[config.mk]
export PLATFORM = sky130hd
export DESIGN_NAME = osc_clock_ctl
export DESIGN_NICKNAME = d
export VERILOG_FILES = /design/src/include/osc_ctl_pkg.sv /design/src/include/tick_if.sv /design/src/logic/osc_clock_ctl.sv /design/src/logic/osc_tick_gen.sv /design/src/logic/settle_timer.sv
export SDC_FILE = /design/constraint.sdc
export NUM_CORES = 1
export LEC_CHECK = 0
export ABC_AREA = 1
export BUFFER_PORTS_ARGS = -buffer_cell sky130_fd_sc_hd__buf_2
export CAP_MARGIN = 0
export CORE_ASPECT_RATIO = 1.5
export CORE_UTILIZATION = 47
export CTS_BUF_LIST = sky130_fd_sc_hd__clkbuf_16
export CTS_CLUSTER_DIAMETER = 40
export DETAILED_ROUTE_END_ITERATION = 12
export PLACE_DENSITY_LB_ADDON = 0.12
export REMOVE_ABC_BUFFERS = 1
export SLEW_MARGIN = 15
export SYNTH_ARGS = -nofsm -noshare
export SYNTH_HDL_FRONTEND = slang
export SYNTH_SLANG_ARGS = --single-unit
[constraint.sdc]
create_clock -name clk -period 6.1 [get_ports clk]
set_input_delay 0.61 -clock clk [delete_from_list [all_inputs] [get_ports clk]]
set_output_delay 0.61 -clock clk [all_outputs]
set_load 0.03 [all_outputs]
[src/include/osc_ctl_pkg.sv]
/*
 * Constants, register layout and source encoding for the internal
 * oscillator tuning and clock switching block.
 * Assumes a single 50 MHz system clock; every oscillator is modelled
 * as a one-cycle enable pulse derived from that clock.
 */
package osc_ctl_pkg;

    // System clock and oscillator rates
    localparam longint CLK_HZ = 50_000_000;
    localparam longint FAST_OSC_HZ = 8_000_000;
    localparam longint SLOW_OSC_HZ = 31_000;

    // Phase accumulators for the oscillator models
    localparam int ACC_W = 24;
    localparam logic [ACC_W-1:0] FAST_INC_NOM =
        ACC_W'((FAST_OSC_HZ << ACC_W) / CLK_HZ);
    localparam logic [ACC_W-1:0] FAST_INC_STEP = FAST_INC_NOM >> 7;
    localparam logic [ACC_W-1:0] SLOW_INC =
        ACC_W'((SLOW_OSC_HZ << ACC_W) / CLK_HZ);
    localparam int LOW_DIV_W = 8;

    // Settle and lock times, then their cycle counts (rounded down)
    localparam longint FAST_SETTLE_MS = 1;
    localparam longint PLL_LOCK_MS = 2;
    localparam int FAST_SETTLE_CYCLES = int'(FAST_SETTLE_MS * CLK_HZ / 1000);
    localparam int PLL_LOCK_CYCLES = int'(PLL_LOCK_MS * CLK_HZ / 1000);
    localparam int TMR_W = 17;

    // Register port
    localparam int ADDR_W = 4;
    localparam int DATA_W = 8;
    localparam logic [ADDR_W-1:0] OSC_TUNING_ADDR = 4'h0;
    localparam logic [ADDR_W-1:0] OSC_CONTROL_ADDR = 4'h1;

    // Tuning register fields
    localparam int TUNE_LSB = 0;
    localparam int TUNE_W = 6;
    localparam int PLL_EN_BIT = 6;
    localparam int LF_SRC_BIT = 7;
    localparam logic [DATA_W-1:0] OSC_TUNING_RESET = 8'h00;

    // Control register fields
    localparam int CSS_LSB = 0;
    localparam int LOW_FREQ_BIT = 2;
    localparam int STARTUP_BIT = 3;
    localparam int IDLE_BIT = 7;
    localparam logic [1:0] CSS_RESET = 2'h0;
    localparam logic [1:0] CSS_INTERNAL = 2'h3;

    // Device clock sources
    typedef enum logic [2:0] {
        SRC_PRIMARY,
        SRC_FAST,
        SRC_FAST_LOW,
        SRC_SLOW,
        SRC_PLL
    } src_e;

endpackage

[src/include/tick_if.sv]
/*
 * Carrier between an oscillator model and its user: phase increment,
 * run enable and the resulting tick.
 * Assumes the same clock on both sides.
 */
`timescale 1ns/10ps
`default_nettype none

interface tick_if #(
    parameter int ACC_W = 24
);
    logic [ACC_W-1:0] inc;
    logic run;
    logic tick;

    modport gen (input inc, input run, output tick);
    modport user (output inc, output run, input tick);
endinterface

`default_nettype wire

[src/logic/osc_clock_ctl.sv]
/*
 * Internal oscillator tuning and clock source switching: tuning and
 * control registers, fast and slow internal oscillator models, PLL
 * lock wait, low-frequency source choice, primary start-up handling
 * and a glitch-free device clock selector.
 * Assumes the primary oscillator and its start-up timer sit outside;
 * primary_clk_tick and primary_osc_ready are synchronous to clk.
 * The device clock is delivered as a one-cycle enable pulse.
 */
// Implementation choices: strobed register access and the register addresses.
`timescale 1ns/10ps
`default_nettype none

module osc_clock_ctl #(
    parameter int FAST_SETTLE_CYCLES = osc_ctl_pkg::FAST_SETTLE_CYCLES,
    parameter int PLL_LOCK_CYCLES = osc_ctl_pkg::PLL_LOCK_CYCLES
) (
    input wire logic clk,
    input wire logic resetn,
    input wire logic [osc_ctl_pkg::ADDR_W-1:0] reg_addr,
    input wire logic [osc_ctl_pkg::DATA_W-1:0] reg_wdata,
    input wire logic reg_write,
    input wire logic reg_read,
    output logic [osc_ctl_pkg::DATA_W-1:0] reg_rdata,
    input wire logic pll_mode_config,
    input wire logic watchdog_enable,
    input wire logic clock_monitor_enable,
    input wire logic primary_osc_ready,
    input wire logic primary_clk_tick,
    output logic primary_osc_enable,
    output logic pll_power_on,
    output logic slow_osc_running,
    output logic device_clk_en,
    output osc_ctl_pkg::src_e active_source
);

    localparam int TW = osc_ctl_pkg::TMR_W;
    localparam int AW = osc_ctl_pkg::ACC_W;

    typedef enum logic [1:0] {
        SW_RUN,
        SW_DRAIN,
        SW_ALIGN
    } sw_state_e;

    // Register state
    logic [osc_ctl_pkg::TUNE_W-1:0] tune_reg;
    logic pll_enable_bit_reg;
    logic low_freq_source_select_reg;
    logic [1:0] clock_source_select_reg;
    logic low_freq_option_reg;
    logic startup_complete_flag_reg;
    logic idle_on_sleep_enable_reg;
    logic [osc_ctl_pkg::DATA_W-1:0] rdata_reg;

    // Oscillator and switching state
    logic [osc_ctl_pkg::TUNE_W-1:0] tune_applied_reg;
    logic [osc_ctl_pkg::LOW_DIV_W-1:0] low_div_reg;
    logic fast_low_tick_reg;
    logic pll_locked_reg;
    logic pll_on_d_reg;
    logic primary_en_reg;
    osc_ctl_pkg::src_e cur_src_reg;
    osc_ctl_pkg::src_e pend_src_reg;
    osc_ctl_pkg::src_e target_src;
    sw_state_e sw_state_reg;
    sw_state_e sw_state_next;

    // Decode wires
    logic wr_tuning;
    logic wr_control;
    logic rd_tuning;
    logic rd_control;
    logic internal_mode;
    logic pll_on;
    logic pll_rise;
    logic fast_settle_done;
    logic pll_lock_done;
    logic [AW-1:0] tune_sx;
    logic [AW-1:0] fast_inc;
    logic cur_tick;
    logic pend_tick;
    logic commit;
    osc_ctl_pkg::src_e base_internal;
    logic [osc_ctl_pkg::DATA_W-1:0] tuning_view;
    logic [osc_ctl_pkg::DATA_W-1:0] control_view;

    tick_if #(.ACC_W(AW)) fast_if ();
    tick_if #(.ACC_W(AW)) slow_if ();

    // Register port decode
    assign wr_tuning = reg_write && (reg_addr == osc_ctl_pkg::OSC_TUNING_ADDR);
    assign wr_control =
        reg_write && (reg_addr == osc_ctl_pkg::OSC_CONTROL_ADDR);
    assign rd_tuning = reg_read && (reg_addr == osc_ctl_pkg::OSC_TUNING_ADDR);
    assign rd_control =
        reg_read && (reg_addr == osc_ctl_pkg::OSC_CONTROL_ADDR);

    // Read views; unused bits read zero
    assign tuning_view = {low_freq_source_select_reg, pll_enable_bit_reg,
                          tune_reg};
    assign control_view = {idle_on_sleep_enable_reg, 3'h0,
                           startup_complete_flag_reg, low_freq_option_reg,
                           clock_source_select_reg};

    // Register writes; start-up flag is hardware owned
    always_ff @(posedge clk or negedge resetn) begin
        if (!resetn) begin
            tune_reg <= osc_ctl_pkg::OSC_TUNING_RESET[osc_ctl_pkg::TUNE_W-1:0];
            pll_enable_bit_reg <= 1'b0;
            low_freq_source_select_reg <= 1'b0;
            clock_source_select_reg <= osc_ctl_pkg::CSS_RESET;
            low_freq_option_reg <= 1'b0;
            idle_on_sleep_enable_reg <= 1'b0;
        end else if (wr_tuning) begin
            tune_reg <=
                reg_wdata[osc_ctl_pkg::TUNE_LSB +: osc_ctl_pkg::TUNE_W];
            pll_enable_bit_reg <= reg_wdata[osc_ctl_pkg::PLL_EN_BIT];
            low_freq_source_select_reg <= reg_wdata[osc_ctl_pkg::LF_SRC_BIT];
        end else if (wr_control) begin
            clock_source_select_reg <= reg_wdata[osc_ctl_pkg::CSS_LSB +: 2];
            low_freq_option_reg <= reg_wdata[osc_ctl_pkg::LOW_FREQ_BIT];
            idle_on_sleep_enable_reg <= reg_wdata[osc_ctl_pkg::IDLE_BIT];
        end
    end

    // Read data stands one cycle after the read strobe
    always_ff @(posedge clk or negedge resetn) begin
        if (!resetn) begin
            rdata_reg <= '0;
        end else begin
            rdata_reg <= rd_tuning ? tuning_view :
                         rd_control ? control_view : '0;
        end
    end
    assign reg_rdata = rdata_reg;

    // new tuning applies after the settle time
    settle_timer #(.W(TW)) fast_settle (
        .clk(clk),
        .resetn(resetn),
        .start(wr_tuning),
        .cancel(1'b0),
        .count(TW'(FAST_SETTLE_CYCLES)),
        .busy(),
        .done(fast_settle_done)
    );

    // shift runs in background, nothing reports it
    always_ff @(posedge clk or negedge resetn) begin
        if (!resetn) begin
            tune_applied_reg <=
                osc_ctl_pkg::OSC_TUNING_RESET[osc_ctl_pkg::TUNE_W-1:0];
        end else if (fast_settle_done) begin
            tune_applied_reg <= tune_reg;
        end
    end

    // signed tune times one fixed step
    assign tune_sx = {{(AW - osc_ctl_pkg::TUNE_W){tune_applied_reg[
                      osc_ctl_pkg::TUNE_W-1]}}, tune_applied_reg};
    // zero tune gives nominal 8 MHz
    assign fast_inc = AW'(osc_ctl_pkg::FAST_INC_NOM +
                          AW'(tune_sx * osc_ctl_pkg::FAST_INC_STEP));

    // Fast internal oscillator runs whenever the block is out of reset
    assign fast_if.inc = fast_inc;
    assign fast_if.run = 1'b1;
    osc_tick_gen #(.ACC_W(AW)) fast_internal_osc (
        .clk(clk),
        .resetn(resetn),
        .osc(fast_if)
    );

    // slow rate is fixed, tuning never reaches it
    // no retune, so slow rate is settled at once
    assign slow_if.inc = osc_ctl_pkg::SLOW_INC;
    // kept alive for watchdog or clock monitor
    assign slow_if.run = watchdog_enable || clock_monitor_enable ||
                         (cur_src_reg == osc_ctl_pkg::SRC_SLOW) ||
                         (target_src == osc_ctl_pkg::SRC_SLOW) ||
                         (pend_src_reg == osc_ctl_pkg::SRC_SLOW);
    assign slow_osc_running = slow_if.run;
    osc_tick_gen #(.ACC_W(AW)) slow_internal_osc (
        .clk(clk),
        .resetn(resetn),
        .osc(slow_if)
    );

    // Fast oscillator divided down to the 31 kHz option
    always_ff @(posedge clk or negedge resetn) begin
        if (!resetn) begin
            low_div_reg <= '0;
            fast_low_tick_reg <= 1'b0;
        end else begin
            fast_low_tick_reg <= fast_if.tick && (&low_div_reg);
            if (fast_if.tick) begin
                low_div_reg <= low_div_reg + 1'b1;
            end
        end
    end

    // PLL only powers in a PLL oscillator mode
    assign internal_mode =
        (clock_source_select_reg == osc_ctl_pkg::CSS_INTERNAL);
    assign pll_on = pll_mode_config && pll_enable_bit_reg && !internal_mode;
    assign pll_power_on = pll_on;
    assign pll_rise = pll_on && !pll_on_d_reg;

    // lock wait before the PLL may clock the device
    settle_timer #(.W(TW)) pll_lock_timer (
        .clk(clk),
        .resetn(resetn),
        .start(pll_rise),
        .cancel(!pll_on),
        .count(TW'(PLL_LOCK_CYCLES)),
        .busy(),
        .done(pll_lock_done)
    );

    // Lock state follows the PLL power
    always_ff @(posedge clk or negedge resetn) begin
        if (!resetn) begin
            pll_on_d_reg <= 1'b0;
            pll_locked_reg <= 1'b0;
        end else begin
            pll_on_d_reg <= pll_on;
            if (!pll_on) begin
                pll_locked_reg <= 1'b0;
            end else if (pll_lock_done) begin
                pll_locked_reg <= 1'b1;
            end
        end
    end

    // source bit set picks divided fast osc, clear picks 31 kHz oscillator
    assign base_internal = !low_freq_option_reg ? osc_ctl_pkg::SRC_FAST :
                           low_freq_source_select_reg ?
                           osc_ctl_pkg::SRC_FAST_LOW : osc_ctl_pkg::SRC_SLOW;

    // fast oscillator holds until primary ready
    assign target_src = internal_mode ? base_internal :
                        !primary_osc_ready ? osc_ctl_pkg::SRC_FAST :
                        pll_locked_reg ? osc_ctl_pkg::SRC_PLL :
                        osc_ctl_pkg::SRC_PRIMARY;

    // Tick of the running and of the pending source
    assign cur_tick =
        (cur_src_reg == osc_ctl_pkg::SRC_PRIMARY) ? primary_clk_tick :
        (cur_src_reg == osc_ctl_pkg::SRC_FAST) ? fast_if.tick :
        (cur_src_reg == osc_ctl_pkg::SRC_FAST_LOW) ? fast_low_tick_reg :
        (cur_src_reg == osc_ctl_pkg::SRC_SLOW) ? slow_if.tick : 1'b1;
    assign pend_tick =
        (pend_src_reg == osc_ctl_pkg::SRC_PRIMARY) ? primary_clk_tick :
        (pend_src_reg == osc_ctl_pkg::SRC_FAST) ? fast_if.tick :
        (pend_src_reg == osc_ctl_pkg::SRC_FAST_LOW) ? fast_low_tick_reg :
        (pend_src_reg == osc_ctl_pkg::SRC_SLOW) ? slow_if.tick : 1'b1;

    assign commit = (sw_state_reg == SW_ALIGN) && pend_tick;

    // old tick finishes, then wait for new tick
    always_comb begin
        sw_state_next = sw_state_reg;
        unique case (sw_state_reg)
            SW_RUN: begin
                if (target_src != cur_src_reg) begin
                    sw_state_next = SW_DRAIN;
                end
            end
            SW_DRAIN: begin
                if (cur_tick) begin
                    sw_state_next = SW_ALIGN;
                end
            end
            SW_ALIGN: begin
                if (pend_tick) begin
                    sw_state_next = SW_RUN;
                end
            end
        endcase
    end

    // Selector state; pending source latched when a switch starts
    always_ff @(posedge clk or negedge resetn) begin
        if (!resetn) begin
            sw_state_reg <= SW_RUN;
            cur_src_reg <= osc_ctl_pkg::SRC_FAST;
            pend_src_reg <= osc_ctl_pkg::SRC_FAST;
        end else begin
            sw_state_reg <= sw_state_next;
            if (sw_state_reg == SW_RUN && target_src != cur_src_reg) begin
                pend_src_reg <= target_src;
            end
            if (commit) begin
                cur_src_reg <= pend_src_reg;
            end
        end
    end

    // one enable clocks CPU and peripherals
    assign device_clk_en = (sw_state_reg != SW_ALIGN) && cur_tick;
    assign active_source = cur_src_reg;

    // Primary oscillator power and start-up flag
    always_ff @(posedge clk or negedge resetn) begin
        if (!resetn) begin
            primary_en_reg <= 1'b1;
            startup_complete_flag_reg <= 1'b0;
        end else if (!internal_mode) begin
            // primary starts while fast osc clocks
            primary_en_reg <= 1'b1;
            if (commit && (pend_src_reg == osc_ctl_pkg::SRC_PRIMARY ||
                           pend_src_reg == osc_ctl_pkg::SRC_PLL)) begin
                startup_complete_flag_reg <= 1'b1;
            end
        end else if ((commit && pend_src_reg == base_internal) ||
                     (sw_state_reg == SW_RUN &&
                      cur_src_reg == base_internal)) begin
            primary_en_reg <= 1'b0;
            startup_complete_flag_reg <= 1'b0;
        end
    end
    // switching never writes idle or select bits
    assign primary_osc_enable = primary_en_reg;

endmodule // osc_clock_ctl

`default_nettype wire

[src/logic/osc_tick_gen.sv]
/*
 * Oscillator model: a phase accumulator emitting one-cycle tick pulses
 * at inc / 2**ACC_W of the system clock rate.
 * Assumes inc and run come from the system clock domain.
 */
`timescale 1ns/10ps
`default_nettype none

module osc_tick_gen #(
    parameter int ACC_W = 24
) (
    input wire logic clk,
    input wire logic resetn,
    tick_if.gen osc
);

    logic [ACC_W-1:0] acc_reg;
    logic tick_reg;
    logic [ACC_W:0] sum;

    // Carry out of the accumulator is the tick
    assign sum = {1'b0, acc_reg} + {1'b0, osc.inc};
    assign osc.tick = tick_reg;

    // Stopped oscillator holds phase at zero
    always_ff @(posedge clk or negedge resetn) begin
        if (!resetn) begin
            acc_reg <= '0;
            tick_reg <= 1'b0;
        end else if (!osc.run) begin
            acc_reg <= '0;
            tick_reg <= 1'b0;
        end else begin
            acc_reg <= sum[ACC_W-1:0];
            tick_reg <= sum[ACC_W];
        end
    end

endmodule // osc_tick_gen

`default_nettype wire

[src/logic/settle_timer.sv]
/*
 * Restartable down counter: start loads count, done pulses once when
 * the count has run out.
 * Assumes count is at least one.
 */
`timescale 1ns/10ps
`default_nettype none

module settle_timer #(
    parameter int W = 17
) (
    input wire logic clk,
    input wire logic resetn,
    input wire logic start,
    input wire logic cancel,
    input wire logic [W-1:0] count,
    output logic busy,
    output logic done
);

    logic [W-1:0] cnt_reg;
    logic busy_reg;
    logic done_reg;

    assign busy = busy_reg;
    assign done = done_reg;

    // Start wins over cancel so a fresh request is never lost
    always_ff @(posedge clk or negedge resetn) begin
        if (!resetn) begin
            cnt_reg <= '0;
            busy_reg <= 1'b0;
            done_reg <= 1'b0;
        end else begin
            done_reg <= 1'b0;
            if (start) begin
                cnt_reg <= count;
                busy_reg <= 1'b1;
            end else if (cancel) begin
                busy_reg <= 1'b0;
            end else if (busy_reg) begin
                cnt_reg <= cnt_reg - 1'b1;
                if (cnt_reg == W'(1)) begin
                    busy_reg <= 1'b0;
                    done_reg <= 1'b1;
                end
            end
        end
    end

endmodule // settle_timer

`default_nettype wire
After elaboration in Yosys (flattened, before gate mapping)
Index checks and enable logic that the tools add are counted.
{ "totals": {"reg_bits": 135, "word_cells": 139, "in_bits": 21, "out_inout_bits": 15} }
{ "op_classes": {"n_eq_ne": 23, "addsub": 6, "bitwise_logic": 1, "multipliers": 1, "n_reduce_logical": 35, "muxes": 46} }
{ "op_table": {"columns": ["cell", "count"], "rows": [
  ["2-to-1 mux 17 bit", 5],
  ["== test 17 x 1 -> 1 bit, second input constant", 2],
  ["subtractor 17 x 1 -> 17 bit, second input constant", 2],
  ["2-to-1 mux 1 bit", 30],
  ["adder 24 x 14 -> 25 bit, second input constant", 1],
  ["adder 24 x 24 -> 25 bit", 1],
  ["adder 23 x 22 -> 24 bit, first input constant", 1],
  ["2-to-1 mux 24 bit", 1],
  ["multiplier 6 x 16 -> 22 bit, second input constant", 1],
  ["2-to-1 mux 8 bit", 2],
  ["== test 3 x 2 -> 1 bit, second input constant", 5],
  ["logical AND 1 bit", 14],
  ["2-to-1 mux 3 bit", 3],
  ["adder 8 x 1 -> 8 bit, second input constant", 1],
  ["2-to-1 mux 2 bit", 4],
  ["inequality test 2 bit, second input constant", 4],
  ["AND reduction 8 bit", 1],
  ["nonzero test 2 bit", 4],
  ["== test 3 x 1 -> 1 bit, second input constant", 2],
  ["== test 3 x 2 -> 1 bit", 2],
  ["logical NOT 3 bit", 2],
  ["logical OR 1 bit", 6],
  ["one-hot mux 2 bit (3 select lines)", 1],
  ["AND reduction 2 bit", 3],
  ["other kinds (11)", 14]
]} }

Depth between registers and ports, before layout
Gate-level depths: netlist (run 1).
{ "depth": {"depth_word": 10, "ltp_mapped": 28, "depth_no_buf": 28} }

Modules after synthesis
A second synthesis (run 1) with hierarchy kept.
{ "hier_totals": {"hier_cells": 1826, "area_unflattened_um2": 12245.5} }
{ "modules_own_cells": {"columns": ["module", "seq_area_each_um2", "cells_each", "instances", "area_per_inst_um2"], "rows": [
  ["osc_tick_gen", 625.6, 422, 2, 2568.7],
  ["osc_clock_ctl", 1179.9, 596, 1, 4488.1],
  ["settle_timer", 475.5, 193, 2, 1310.0]
]} }

Least setup slack after synthesis (run 1)
OpenSTA, ideal clock, no wires.
{ "synth_timing": {"path_kind": "reg2reg", "start": "reg tune_applied_reg[1] (netlist bit)", "end": "reg fast_internal_osc.acc_reg[18]", "path_stages_with_launch": 26, "arrival_ns": 4.532, "required_ns": 5.983, "synth_period_minus_slack_ns": 4.649, "setup_time_ns": 0.117, "setup_slack_ns": 1.451, "n_path_buf": 0, "cell_sequence": "dfrtp_1 -> inv_1 -> fa_1 -> ha_1 -> inv_1 -> fa_1 -> inv_1 -> fa_1 -> inv_1 -> ha_1 -> a21oi_1 -> nor2_1 -> nor2_1 -> o21ai_0 -> a21oi_1 -> inv_1 -> nand2_1 -> nand2_1 -> ha_1 -> nand2_1 -> nor2_1 -> inv_1 -> nor3_1 -> nand3_1 -> nand4_1 -> nand2_1"} }
{ "synth_between": {"elab_chain_cells": 3} }
{ "synth_rtl": {"columns": ["element", "line", "rtl"], "rows": [
  ["start: declaration", "osc_clock_ctl.sv:57", "logic [osc_ctl_pkg::TUNE_W-1:0] tune_applied_reg;"],
  ["start signal: assignment", "osc_clock_ctl.sv:152", "tune_applied_reg <="],
  ["start signal: assignment", "osc_clock_ctl.sv:155", "tune_applied_reg <= tune_reg;"],
  ["multiplier 6 x 16 -> 22 bit", "osc_clock_ctl.sv:164", "AW'(tune_sx * osc_ctl_pkg::FAST_INC_STEP));"],
  ["adder 23 x 22 -> 24 bit", "osc_clock_ctl.sv:163", "assign fast_inc = AW'(osc_ctl_pkg::FAST_INC_NOM +"],
  ["adder 24 x 24 -> 25 bit", "osc_tick_gen.sv:22", "assign sum = {1'b0, acc_reg} + {1'b0, osc.inc};"],
  ["via fast_internal_osc.sum[18]", "osc_tick_gen.sv:19", "logic [ACC_W:0] sum;"],
  ["end signal: assignment", "osc_tick_gen.sv:34", "acc_reg <= sum[ACC_W-1:0];"],
  ["end: declaration", "osc_tick_gen.sv:17", "logic [ACC_W-1:0] acc_reg;"]
]} }
The timed path passes the listed nets, and every way through them passes these cells.
A chain may end at the register's enable or synchronous reset.

Final worst setup path (run 1)
Same ends and word-level chain as after synthesis.

==> impl_metrics.env, run 1 <==
export IMPL_coreArea_um2=20600
export IMPL_final_hold_violation_count=0
export IMPL_yosysSeqAreaShare_pct=33.9
export IMPL_cts_buffer_depth=2
export IMPL_maxSlewHeadroom_pct=39.6
export IMPL_power_mw=3.24
export IMPL_dr_wl_met2_um=13200
export IMPL_slowest_delay_ps=520
export IMPL_cp_end_kind="register"
export IMPL_reg2reg_depth=25
export IMPL_worstPathMaxFanout=6
export IMPL_synth_main_ff_cell="dfrtp_1"
export IMPL_io_buffers=35
export IMPL_cts_sinks=135
export IMPL_max_freq_mhz=192
export IMPL_finClkSkew_ps=11.9
export IMPL_ys_types=43
export IMPL_synth_compound_area_share_pct=10.1
export IMPL_dr_first_iter_drc_count=482
export IMPL_rsz0062_at_grt="no"
export IMPL_postCtsSetupBuffers=0
export IMPL_dieArea_um2=21800
export IMPL_final_layout_size_suffix_gt1_share_pct=5.80
export IMPL_vdd_drop_max_uv=192
export IMPL_synth_adder_area_share_pct=14.6
export IMPL_die_x_um=121
export IMPL_start_util_pct=48.5
export IMPL_dr_pass1_iters=5
export IMPL_dieHeight_um=180
export IMPL_drv_cap=0
export IMPL_critPathArrivalTime_ps=5530
export IMPL_min_period_ps=5210
export IMPL_placed_cells=1664
export IMPL_final_setup_tns_ps=0
export IMPL_clk_pin_slew_ps=60
export IMPL_grt_pass1_vias=8853
export IMPL_rrSetupSlack_ps=890
export IMPL_synth_simple_gate_area_share_pct=29.0
export IMPL_status="completed"
export IMPL_wl_met1_um=10000
export IMPL_yosys_warnings=0
export IMPL_reg2reg_to="fast_internal_osc.acc_reg[18]"
export IMPL_yosys_register_bits=135
export IMPL_grt_max_degree=80
export IMPL_num_antenna_cells=0
export IMPL_start_kind="register"
export IMPL_cts_buffers=17
export IMPL_gr_total_overflow=0
export IMPL_nFillCells=2040
export IMPL_clock_latency_ps=430
export IMPL_crit_type="reg -> reg"
export IMPL_reg2reg_from="tune_applied_reg[1]"
export IMPL_cts_tree="done"
export IMPL_tightest_slew_ps=904
export IMPL_ctsResizeCount=0
export IMPL_route_detailed_drc=0
export IMPL_wl_met3_um=713
export IMPL_postSynth_asyncResetShare_pct=100
export IMPL_topRoutingLayerUsed="met4"
export IMPL_crit_path_frequent_cell="inv_1"
export IMPL_synth_xor_area_share_pct=3.86
export IMPL_final_util_pct=53.4
export IMPL_viasPerCell=5.18
export IMPL_setup_viol=0
export IMPL_min_path_type="in -> async"
export IMPL_pin_count=36
export IMPL_postSynthCellCount=1375
export IMPL_nNetsFinal=1546
export IMPL_synth_edff_count=0
export IMPL_cts_max_level=4
export IMPL_grtUsageTotal_pct=24.6
export IMPL_cp_required_ps=6410
export IMPL_area_growth_syn_to_layout_pct=10.1
export IMPL_syn_area_um2=9980
export IMPL_wl_per_cell_um=14.7
export IMPL_maxSlewViolCount=0
export IMPL_antenna_found_initial=0
export IMPL_layout_commonest_cell="nand2_1"
export IMPL_grt_pass1_wl_um=42000
export IMPL_register_area_um2=3380
export IMPL_wl_um=25000
export IMPL_instances_no_fill=1696
export IMPL_crit_slowest_cell="fa_1"
export IMPL_ctsHoldBuffers=0
export IMPL_finalCritPeriodShare_pct=85.5
export IMPL_num_vias=8783
export IMPL_multiInputGateArea_um2=5750
export IMPL_hpwl_um=19900
export IMPL_root_buffer="clkbuf_16"
export IMPL_p_per_area_nw_per_um2=295
export IMPL_mostFrequentLayoutCells="350 x nand2_1, 209 x inv_1, 158 x nor2_1"
export IMPL_row_count=64
export IMPL_synth_top_family_by_area="simple AND/OR/NAND/NOR gates"
export IMPL_gp_congestion=1.02
export IMPL_synthMuxAreaShare_pct=0
export IMPL_antenna_left=0
export IMPL_syn_area_per_cell_um2=7.26
export IMPL_leakage_nw=5.94
[worst max-delay path by stage]
stage	from	end	slack [ps]	depth (start not counted)
global placement	tune_applied_reg[3]	fast_internal_osc.acc_reg[21]	1030	25
floorplan	tune_applied_reg[1]	fast_internal_osc.acc_reg[18]	1450	25
CTS	tune_applied_reg[2]	fast_internal_osc.acc_reg[18]	930	25
global route	tune_applied_reg[1]	fast_internal_osc.acc_reg[18]	330	25
detailed placement	tune_applied_reg[2]	fast_internal_osc.acc_reg[18]	930	25
finish	tune_applied_reg[1]	fast_internal_osc.acc_reg[18]	890	25
[report_power, final]
part / switching, mW / internal (mW) / leakage [nW] / total, mW
registers: 0.194 / 1.10 / 1.71 / 1.29
clock network: 0.381 / 0.588 / 0.282 / 0.969
logic: 0.636 / 0.342 / 3.95 / 0.979
[area by class of cell]
class	count	area share [%]
clock buffer	17	3.87
clock inverter	15	1.13
inverter	209	7.14
multi-input combinational	1020	52.3
sequential	135	30.8
tap	264	3.01
timing repair buffer	36	1.72
[critical path: cells and delay by family (launching register included)]
family	cells	cell delay, ps
DFF	1	470
adders and majority gates	6	2490
buffers and inverters	6	450
and+or+nand+nor	10	1080
AOI/OAI and AO/OA	3	600
[metal layers]
layer	vias up	track usage, %
met2	148	45.9
met3	58	3.54
met1	4038	26.6
met4	0	12.2
met5	-	0
li1	4539	-
[per-stage QoR]
stage / instance area (um^2) / hold WS, ps / setup WS [ps]
finish: 11000 / 203 / 887
global route: 11000 / 284 / 335
CTS: 11000 / 242 / 925
detailed placement: 10400 / 449 / 933
global placement: 10400 / 445 / 1030
floorplan: 9920 / 314 / 1450
[cell usage after synthesis, types with 2 or more instances]
cell type	count	area, um^2
a21oi_1	73	365
fa_1	17	340
inv_2	3	11.3
nand3b_1	9	67.6
nand2_4	2	22.5
o21bai_1	9	67.6
nand2_1	350	1310
buf_2	3	15.0
nand3_1	82	410
or2_2	2	12.5
clkbuf_1	5	18.8
nor2_1	158	593
nor3_1	16	80.1
nand4_1	37	231
o22ai_1	7	43.8
a21o_1	4	30.0
o21ai_1	7	35.0
o31ai_1	3	22.5
o21ai_0	82	410
and2_1	4	25.0
xor2_1	34	298
xnor2_1	10	87.6
ha_1	89	1110
inv_1	206	773
nor2b_1	2	12.5
nor4_1	4	25.0
nand2_2	4	25.0
dfstp_2	3	78.8
nor2_2	4	25.0
buf_6	2	22.5
dfrtp_1	132	3300
[kinds of logic (layout without fill, tap and decap cells)]
logic type / Yosys count / after routing
xor gates and xnor gates: 44 / 44
DFF: 135 / 135
and+or+nand+nor: 679 / 679
adders and majority gates: 106 / 106
buffers and inverters: 220 / 277
AOI/OAI and AO/OA: 190 / 190
other: 1 / 1
(Power assumes the default switching activity.)
==> run 2, diff against run 1 <==
--- a/config.mk
+++ b/config.mk
@@ -10,7 +10,6 @@
 export CAP_MARGIN = 0
 export CORE_ASPECT_RATIO = 1.5
 export CORE_UTILIZATION = 47
-export CTS_BUF_LIST = sky130_fd_sc_hd__clkbuf_16
 export CTS_CLUSTER_DIAMETER = 40
 export DETAILED_ROUTE_END_ITERATION = 12
 export PLACE_DENSITY_LB_ADDON = 0.12
==> impl_metrics.env, run 2 (synthesized netlist as in run 1, its figures left out) <==
export IMPL_maxSlewViolCount=0
export IMPL_multiInputGateArea_um2=5750
export IMPL_p_per_area_nw_per_um2=298
export IMPL_setup_viol=0
export IMPL_layout_commonest_cell="nand2_1"
export IMPL_nNetsFinal=1546
export IMPL_dieHeight_um=180
export IMPL_final_setup_tns_ps=0
export IMPL_cts_buffers=17
export IMPL_cts_sinks=135
export IMPL_cts_buffer_depth=2
export IMPL_ctsHoldBuffers=0
export IMPL_postCtsSetupBuffers=0
export IMPL_num_antenna_cells=0
export IMPL_cts_tree="done"
export IMPL_vdd_drop_max_uv=192
export IMPL_root_buffer="clkbuf_16"
export IMPL_cts_max_level=4
export IMPL_cp_end_kind="register"
export IMPL_min_period_ps=5190
export IMPL_reg2reg_to="fast_internal_osc.acc_reg[18]"
export IMPL_reg2reg_from="tune_applied_reg[1]"
export IMPL_gp_congestion=1.02
export IMPL_use_met1_pct=26.6
export IMPL_num_vias=8770
export IMPL_dr_first_iter_drc_count=504
export IMPL_dr_pass1_iters=8
export IMPL_crit_type="reg -> reg"
export IMPL_grt_util_met2_pct=45.8
export IMPL_viasPerCell=5.17
export IMPL_nFillCells=2031
export IMPL_rrSetupSlack_ps=910
export IMPL_antenna_left=0
export IMPL_finClkSkew_ps=11.9
export IMPL_min_path_type="in -> async"
export IMPL_final_hold_violation_count=0
export IMPL_hpwl_um=19900
export IMPL_wl_um=25000
export IMPL_die_x_um=121
export IMPL_max_freq_mhz=193
export IMPL_register_area_um2=3380
export IMPL_instances_no_fill=1696
export IMPL_maxSlewHeadroom_pct=39.6
export IMPL_worstPathMaxFanout=6
export IMPL_clk_pin_slew_ps=60
export IMPL_critPathArrivalTime_ps=5500
export IMPL_start_util_pct=48.5
export IMPL_rsz0062_at_grt="no"
export IMPL_io_buffers=35
export IMPL_dieArea_um2=21800
export IMPL_area_growth_syn_to_layout_pct=10.4
export IMPL_grt_pass1_wl_um=42000
export IMPL_cp_required_ps=6420
export IMPL_final_layout_size_suffix_gt1_share_pct=6.01
export IMPL_pin_count=36
export IMPL_grt_max_degree=80
export IMPL_wl_per_cell_um=14.7
export IMPL_coreArea_um2=20600
export IMPL_route_detailed_drc=0
export IMPL_antenna_found_initial=0
export IMPL_grtUsageTotal_pct=24.6
export IMPL_globalRoute_busiestLayer="met2"
export IMPL_placed_cells=1664
export IMPL_status="completed"
export IMPL_start_kind="register"
export IMPL_globalRouteMet3Util_pct=3.54
export IMPL_gr_total_overflow=0
export IMPL_mostFrequentLayoutCells="350 x nand2_1, 206 x inv_1, 158 x nor2_1"
export IMPL_ctsResizeCount=0
export IMPL_tightest_slew_ps=904
export IMPL_crit_path_start="tune_applied_reg[1]"
export IMPL_finalCritPeriodShare_pct=85.1
export IMPL_row_count=64
export IMPL_drv_cap=0
export IMPL_clock_latency_ps=430
export IMPL_reg2reg_depth=25
export IMPL_grt_pass1_vias=8846
export IMPL_leakage_nw=5.94
[run 2: cell count changes in the layout (fill, tap and decap cells not counted)]
cell,delta
clkbuf_1,+3
clkbuf_8,+3
clkinv_1,-3
inv_1,-3
[run 2: worst max-delay path: stages (launching register included)]
cell,delay [ps]
dfrtp_1,470
inv_1,160
fa_1,520
ha_1,290
inv_1,50
fa_1,490
inv_1,50
fa_1,500
inv_1,40
ha_1,340
a21oi_1,300
nor2_1,80
nor2_1,100
o21ai_0,120
a21oi_1,170
inv_1,60
nand2_1,50
nand2_1,60
ha_1,340
nand2_1,130
nor2_1,170
inv_1,90
nor3_1,210
nand3_1,140
nand4_1,90
nand2_1,50
[run 2: through the flow]
step	area, um^2	util [%]	total power, mW	setup WS (ps)	hold slack (ps)
detailed placement	10400	50.7	2.28	933	449
floorplan	9920	-	2.00	1450	314
global placement	10400	50.7	2.26	1030	445
finish	11000	53.5	3.28	911	204
global route	11000	53.5	3.53	335	284
CTS	11000	53.5	3.30	925	242
[run 2: final cells by class]
cell class | instances | share of cell area, %
tap | 264 | 3.00
clock buffer | 23 | 4.34
clock inverter | 9 | 0.920
timing repair buffer | 36 | 1.72
multi-input combinational | 1020 | 52.2
sequential | 135 | 30.7
inverter | 209 | 7.12
[run 2: worst max path at each step]
stage                                         end  slack, ps
floorplan           fast_internal_osc.acc_reg[18]       1450
global route        fast_internal_osc.acc_reg[18]        330
detailed placement  fast_internal_osc.acc_reg[18]        930
CTS                 fast_internal_osc.acc_reg[18]        930
finish              fast_internal_osc.acc_reg[18]        910
global placement    fast_internal_osc.acc_reg[21]       1030
[run 2: power by group]
part / internal, mW / leakage [nW] / switching, mW
logic: 0.342 / 3.95 / 0.637
registers: 1.10 / 1.71 / 0.194
clock network: 0.631 / 0.287 / 0.383
[run 2: metal layers]
layer  wire length (um)  share of wire (%)
met5                  0                  0
met4               1040                4.1
met2              13200                 53
met1              10100                 40
met3                651                2.6
==> run 3, diff against run 2 <==
--- a/config.mk
+++ b/config.mk
@@ -5,7 +5,6 @@
 export SDC_FILE = /design/constraint.sdc
 export NUM_CORES = 1
 export LEC_CHECK = 0
-export ABC_AREA = 1
 export BUFFER_PORTS_ARGS = -buffer_cell sky130_fd_sc_hd__buf_2
 export CAP_MARGIN = 0
 export CORE_ASPECT_RATIO = 1.5
==> impl_metrics.env, run 3 <==
export IMPL_crit_type="reg -> reg"
export IMPL_finalCritPeriodShare_pct=95.0
export IMPL_crit_path_start="tune_applied_reg[2]"
export IMPL_cts_sinks=135
export IMPL_reg2reg_depth=21
export IMPL_synth_top_area_share_pct=37.8
export IMPL_layout_commonest_cell="dfrtp_1"
export IMPL_switching_share_pct=33.6
export IMPL_globalRoute_busiestLayer="met2"
export IMPL_yosysSeqAreaShare_pct=38.7
export IMPL_dieArea_um2=19200
export IMPL_yosys_warnings=0
export IMPL_power_frac_comb_pct=25.7
export IMPL_maxSlewHeadroom_pct=40.3
export IMPL_yosys_register_bits=135
export IMPL_hpwl_um=14700
export IMPL_gp_congestion=0.850
export IMPL_route_detailed_drc=0
export IMPL_viasPerCell=5.47
export IMPL_worstPathMaxFanout=7
export IMPL_internal_power_mw=2.10
export IMPL_grt_pass1_vias=6827
export IMPL_wl_um=19300
export IMPL_globalRouteMet3Util_pct=4.12
export IMPL_start_kind="register"
export IMPL_row_count=60
export IMPL_antenna_found_initial=0
export IMPL_clk_pin_slew_ps=60
export IMPL_yosys_top_cells_area="dfrtp_1 38%, ha_1 13%, xnor2_1 5.1%"
export IMPL_num_vias=6605
export IMPL_power_frac_seq_pct=41.0
export IMPL_status="completed"
export IMPL_cp_end_kind="register"
export IMPL_final_layout_size_suffix_gt1_share_pct=10.2
export IMPL_use_met1_pct=24.5
export IMPL_ctsHoldBuffers=0
export IMPL_setup_viol=0
export IMPL_wl_per_cell_um=16.0
export IMPL_grt_util_met2_pct=41.3
export IMPL_power_mw=3.17
export IMPL_final_setup_tns_ps=0
export IMPL_start_util_pct=48.4
export IMPL_postSynth_asyncResetShare_pct=100
export IMPL_tightest_slew_ps=894
export IMPL_synth_edff_count=0
export IMPL_p_per_area_nw_per_um2=323
export IMPL_final_hold_violation_count=0
export IMPL_io_buffers=35
export IMPL_rsz0062_at_grt="yes"
export IMPL_postSynthCellCount=908
export IMPL_dr_first_iter_drc_count=246
export IMPL_syn_area_um2=8750
export IMPL_synth_main_ff_cell="dfrtp_1"
export IMPL_maxSlewViolCount=0
export IMPL_drv_cap=0
export IMPL_cp_required_ps=6440
export IMPL_yosysMostFrequentCell="dfrtp_1"
export IMPL_endpoint="fast_internal_osc.acc_reg[22]"
export IMPL_clkPwrFrac_pct=33.3
export IMPL_vdd_drop_max_uv=196
export IMPL_grtUsageTotal_pct=22.3
export IMPL_max_freq_mhz=173
export IMPL_ys_types=69
export IMPL_yosys_area_top_type="dfrtp_1"
export IMPL_dr_pass1_iters=5
export IMPL_cts_buffers=17
export IMPL_switching_power_mw=1.07
export IMPL_cts_tree="done"
export IMPL_cts_max_level=4
export IMPL_pin_count=36
export IMPL_grt_pass1_wl_um=33100
export IMPL_die_x_um=113
export IMPL_leakage_nw=4.74
export IMPL_min_path_type="in -> async"
export IMPL_rrSetupSlack_ps=300
export IMPL_clock_latency_ps=420
export IMPL_ctsResizeCount=0
export IMPL_coreArea_um2=18100
export IMPL_gr_total_overflow=0
export IMPL_cts_buffer_depth=2
export IMPL_dieHeight_um=169
export IMPL_postCtsSetupBuffers=0
export IMPL_critPathArrivalTime_ps=6140
export IMPL_finClkSkew_ps=9.54
export IMPL_num_antenna_cells=0
export IMPL_area_growth_syn_to_layout_pct=12.1
export IMPL_nNetsFinal=1074
export IMPL_root_buffer="clkbuf_16"
export IMPL_syn_area_per_cell_um2=9.64
export IMPL_mostFrequentLayoutCells="132 x dfrtp_1, 89 x ha_1, 88 x nand2_1"
export IMPL_grt_max_degree=81
export IMPL_synth_common_cells="132 x dfrtp_1, 89 x ha_1, 88 x nand2_1"
export IMPL_min_period_ps=5800
export IMPL_antenna_left=0
export IMPL_reg2reg_to="fast_internal_osc.acc_reg[22]"
export IMPL_reg2reg_from="tune_applied_reg[2]"
==> run 3: cell types whose count changed in the layout (fill, tap and decap cells not counted), moves of 8 or more <==
cell / before / now
nor2_1: 158 / 62
or3_1: 0 / 14
mux2_2: 0 / 8
a31oi_1: 1 / 11
nand2_1: 350 / 88
o21ai_0: 82 / 44
and3_1: 1 / 10
xnor2_1: 10 / 51
nand4_1: 37 / 5
a21o_1: 4 / 17
inv_1: 206 / 68
a21oi_1: 73 / 52
nand3_1: 82 / 38
==> run 3: area by class of cell <==
type | count | area, um^2
Fill cell | 1684 | 8290
Multi-Input combinational cell | 685 | 5040
Sequential cell | 135 | 3380
Clock buffer | 19 | 433
Tap cell | 248 | 310
Inverter | 68 | 255
Timing Repair Buffer | 40 | 219
Clock inverter | 13 | 171
==> run 3: logic make-up (layout without fill, tap and decap cells) <==
logic type      count (synthesis)  in the layout  share of synthesized area [%]
other cells                     1              1                         0.0429
buf+inv                        88            140                           3.79
flops                         135            135                           38.7
mux                            16             16                           2.23
xor+xnor                       83             83                           8.31
compound gates                186            186                           13.7
simple gates                  293            293                           16.7
fa+ha+maj                     106            106                           16.6
==> run 3: worst min path at each step <==
stage                                    from                            to  slack [ps]  cells past startpoint
after floorplan                        resetn              active_source[1]         310                      0
after global placement    pll_lock_timer.done                pll_locked_reg         450                      2
after detailed placement       low_div_reg[7]                low_div_reg[7]         460                      1
after CTS                              resetn  slow_internal_osc.acc_reg[0]         260                      1
after global routing                   resetn  slow_internal_osc.acc_reg[3]         280                      1
final                                  resetn  slow_internal_osc.acc_reg[3]         230                      1
==> run 3: routing by layer <==
| metal | share of wire, % | wire length [um] | vias up |
|---|---|---|---|
| li1 | - | - | 3271 |
| met1 | 41 | 7880 | 3202 |
| met2 | 53 | 10300 | 93 |
| met3 | 2.5 | 475 | 39 |
| met4 | 3.3 | 629 | 0 |
| met5 | 0 | 0 | - |
==> run 3: metrics by stage <==
stage | hold slack [ps] | cells | instance area [um^2] | utilization [%] | worst slack, ps
final | 227 | 1208 | 9810 | 54.2 | 304
after global routing | 280 | 1208 | 9810 | 54.2 | -1.07
after CTS | 259 | 1208 | 9810 | 54.2 | 370
after detailed placement | 460 | 1176 | 9200 | 50.9 | 394
after global placement | 448 | 1176 | 9200 | 50.9 | 520
after floorplan | 314 | 888 | 8670 | - | 840
==> run 3: worst max-delay path: stages (launching register included) <==
cell and delay [ps]:
dfrtp_1 510, inv_1 150, fa_1 470, ha_1 300, inv_1 50, fa_1 500, inv_1 50, fa_1 500
inv_1 40, ha_1 340, a21oi_1 200, o22ai_1 160, o31ai_1 410, nor2b_1 210, xnor2_1 130, ha_1 330
a21oi_1 210, o21ai_0 120, a31o_1 250, a221o_1 390, a221oi_2 260, xnor2_1 150
==> run 3: power groups by stage <==
stage	logic [mW]	clock network [mW]	registers (mW)
global route	0.927	1.11	1.34
global placement	0.808	0	1.31
CTS	0.824	1.08	1.30
floorplan	0.627	0	1.28
detailed placement	0.822	0	1.31
finish	0.814	1.06	1.30
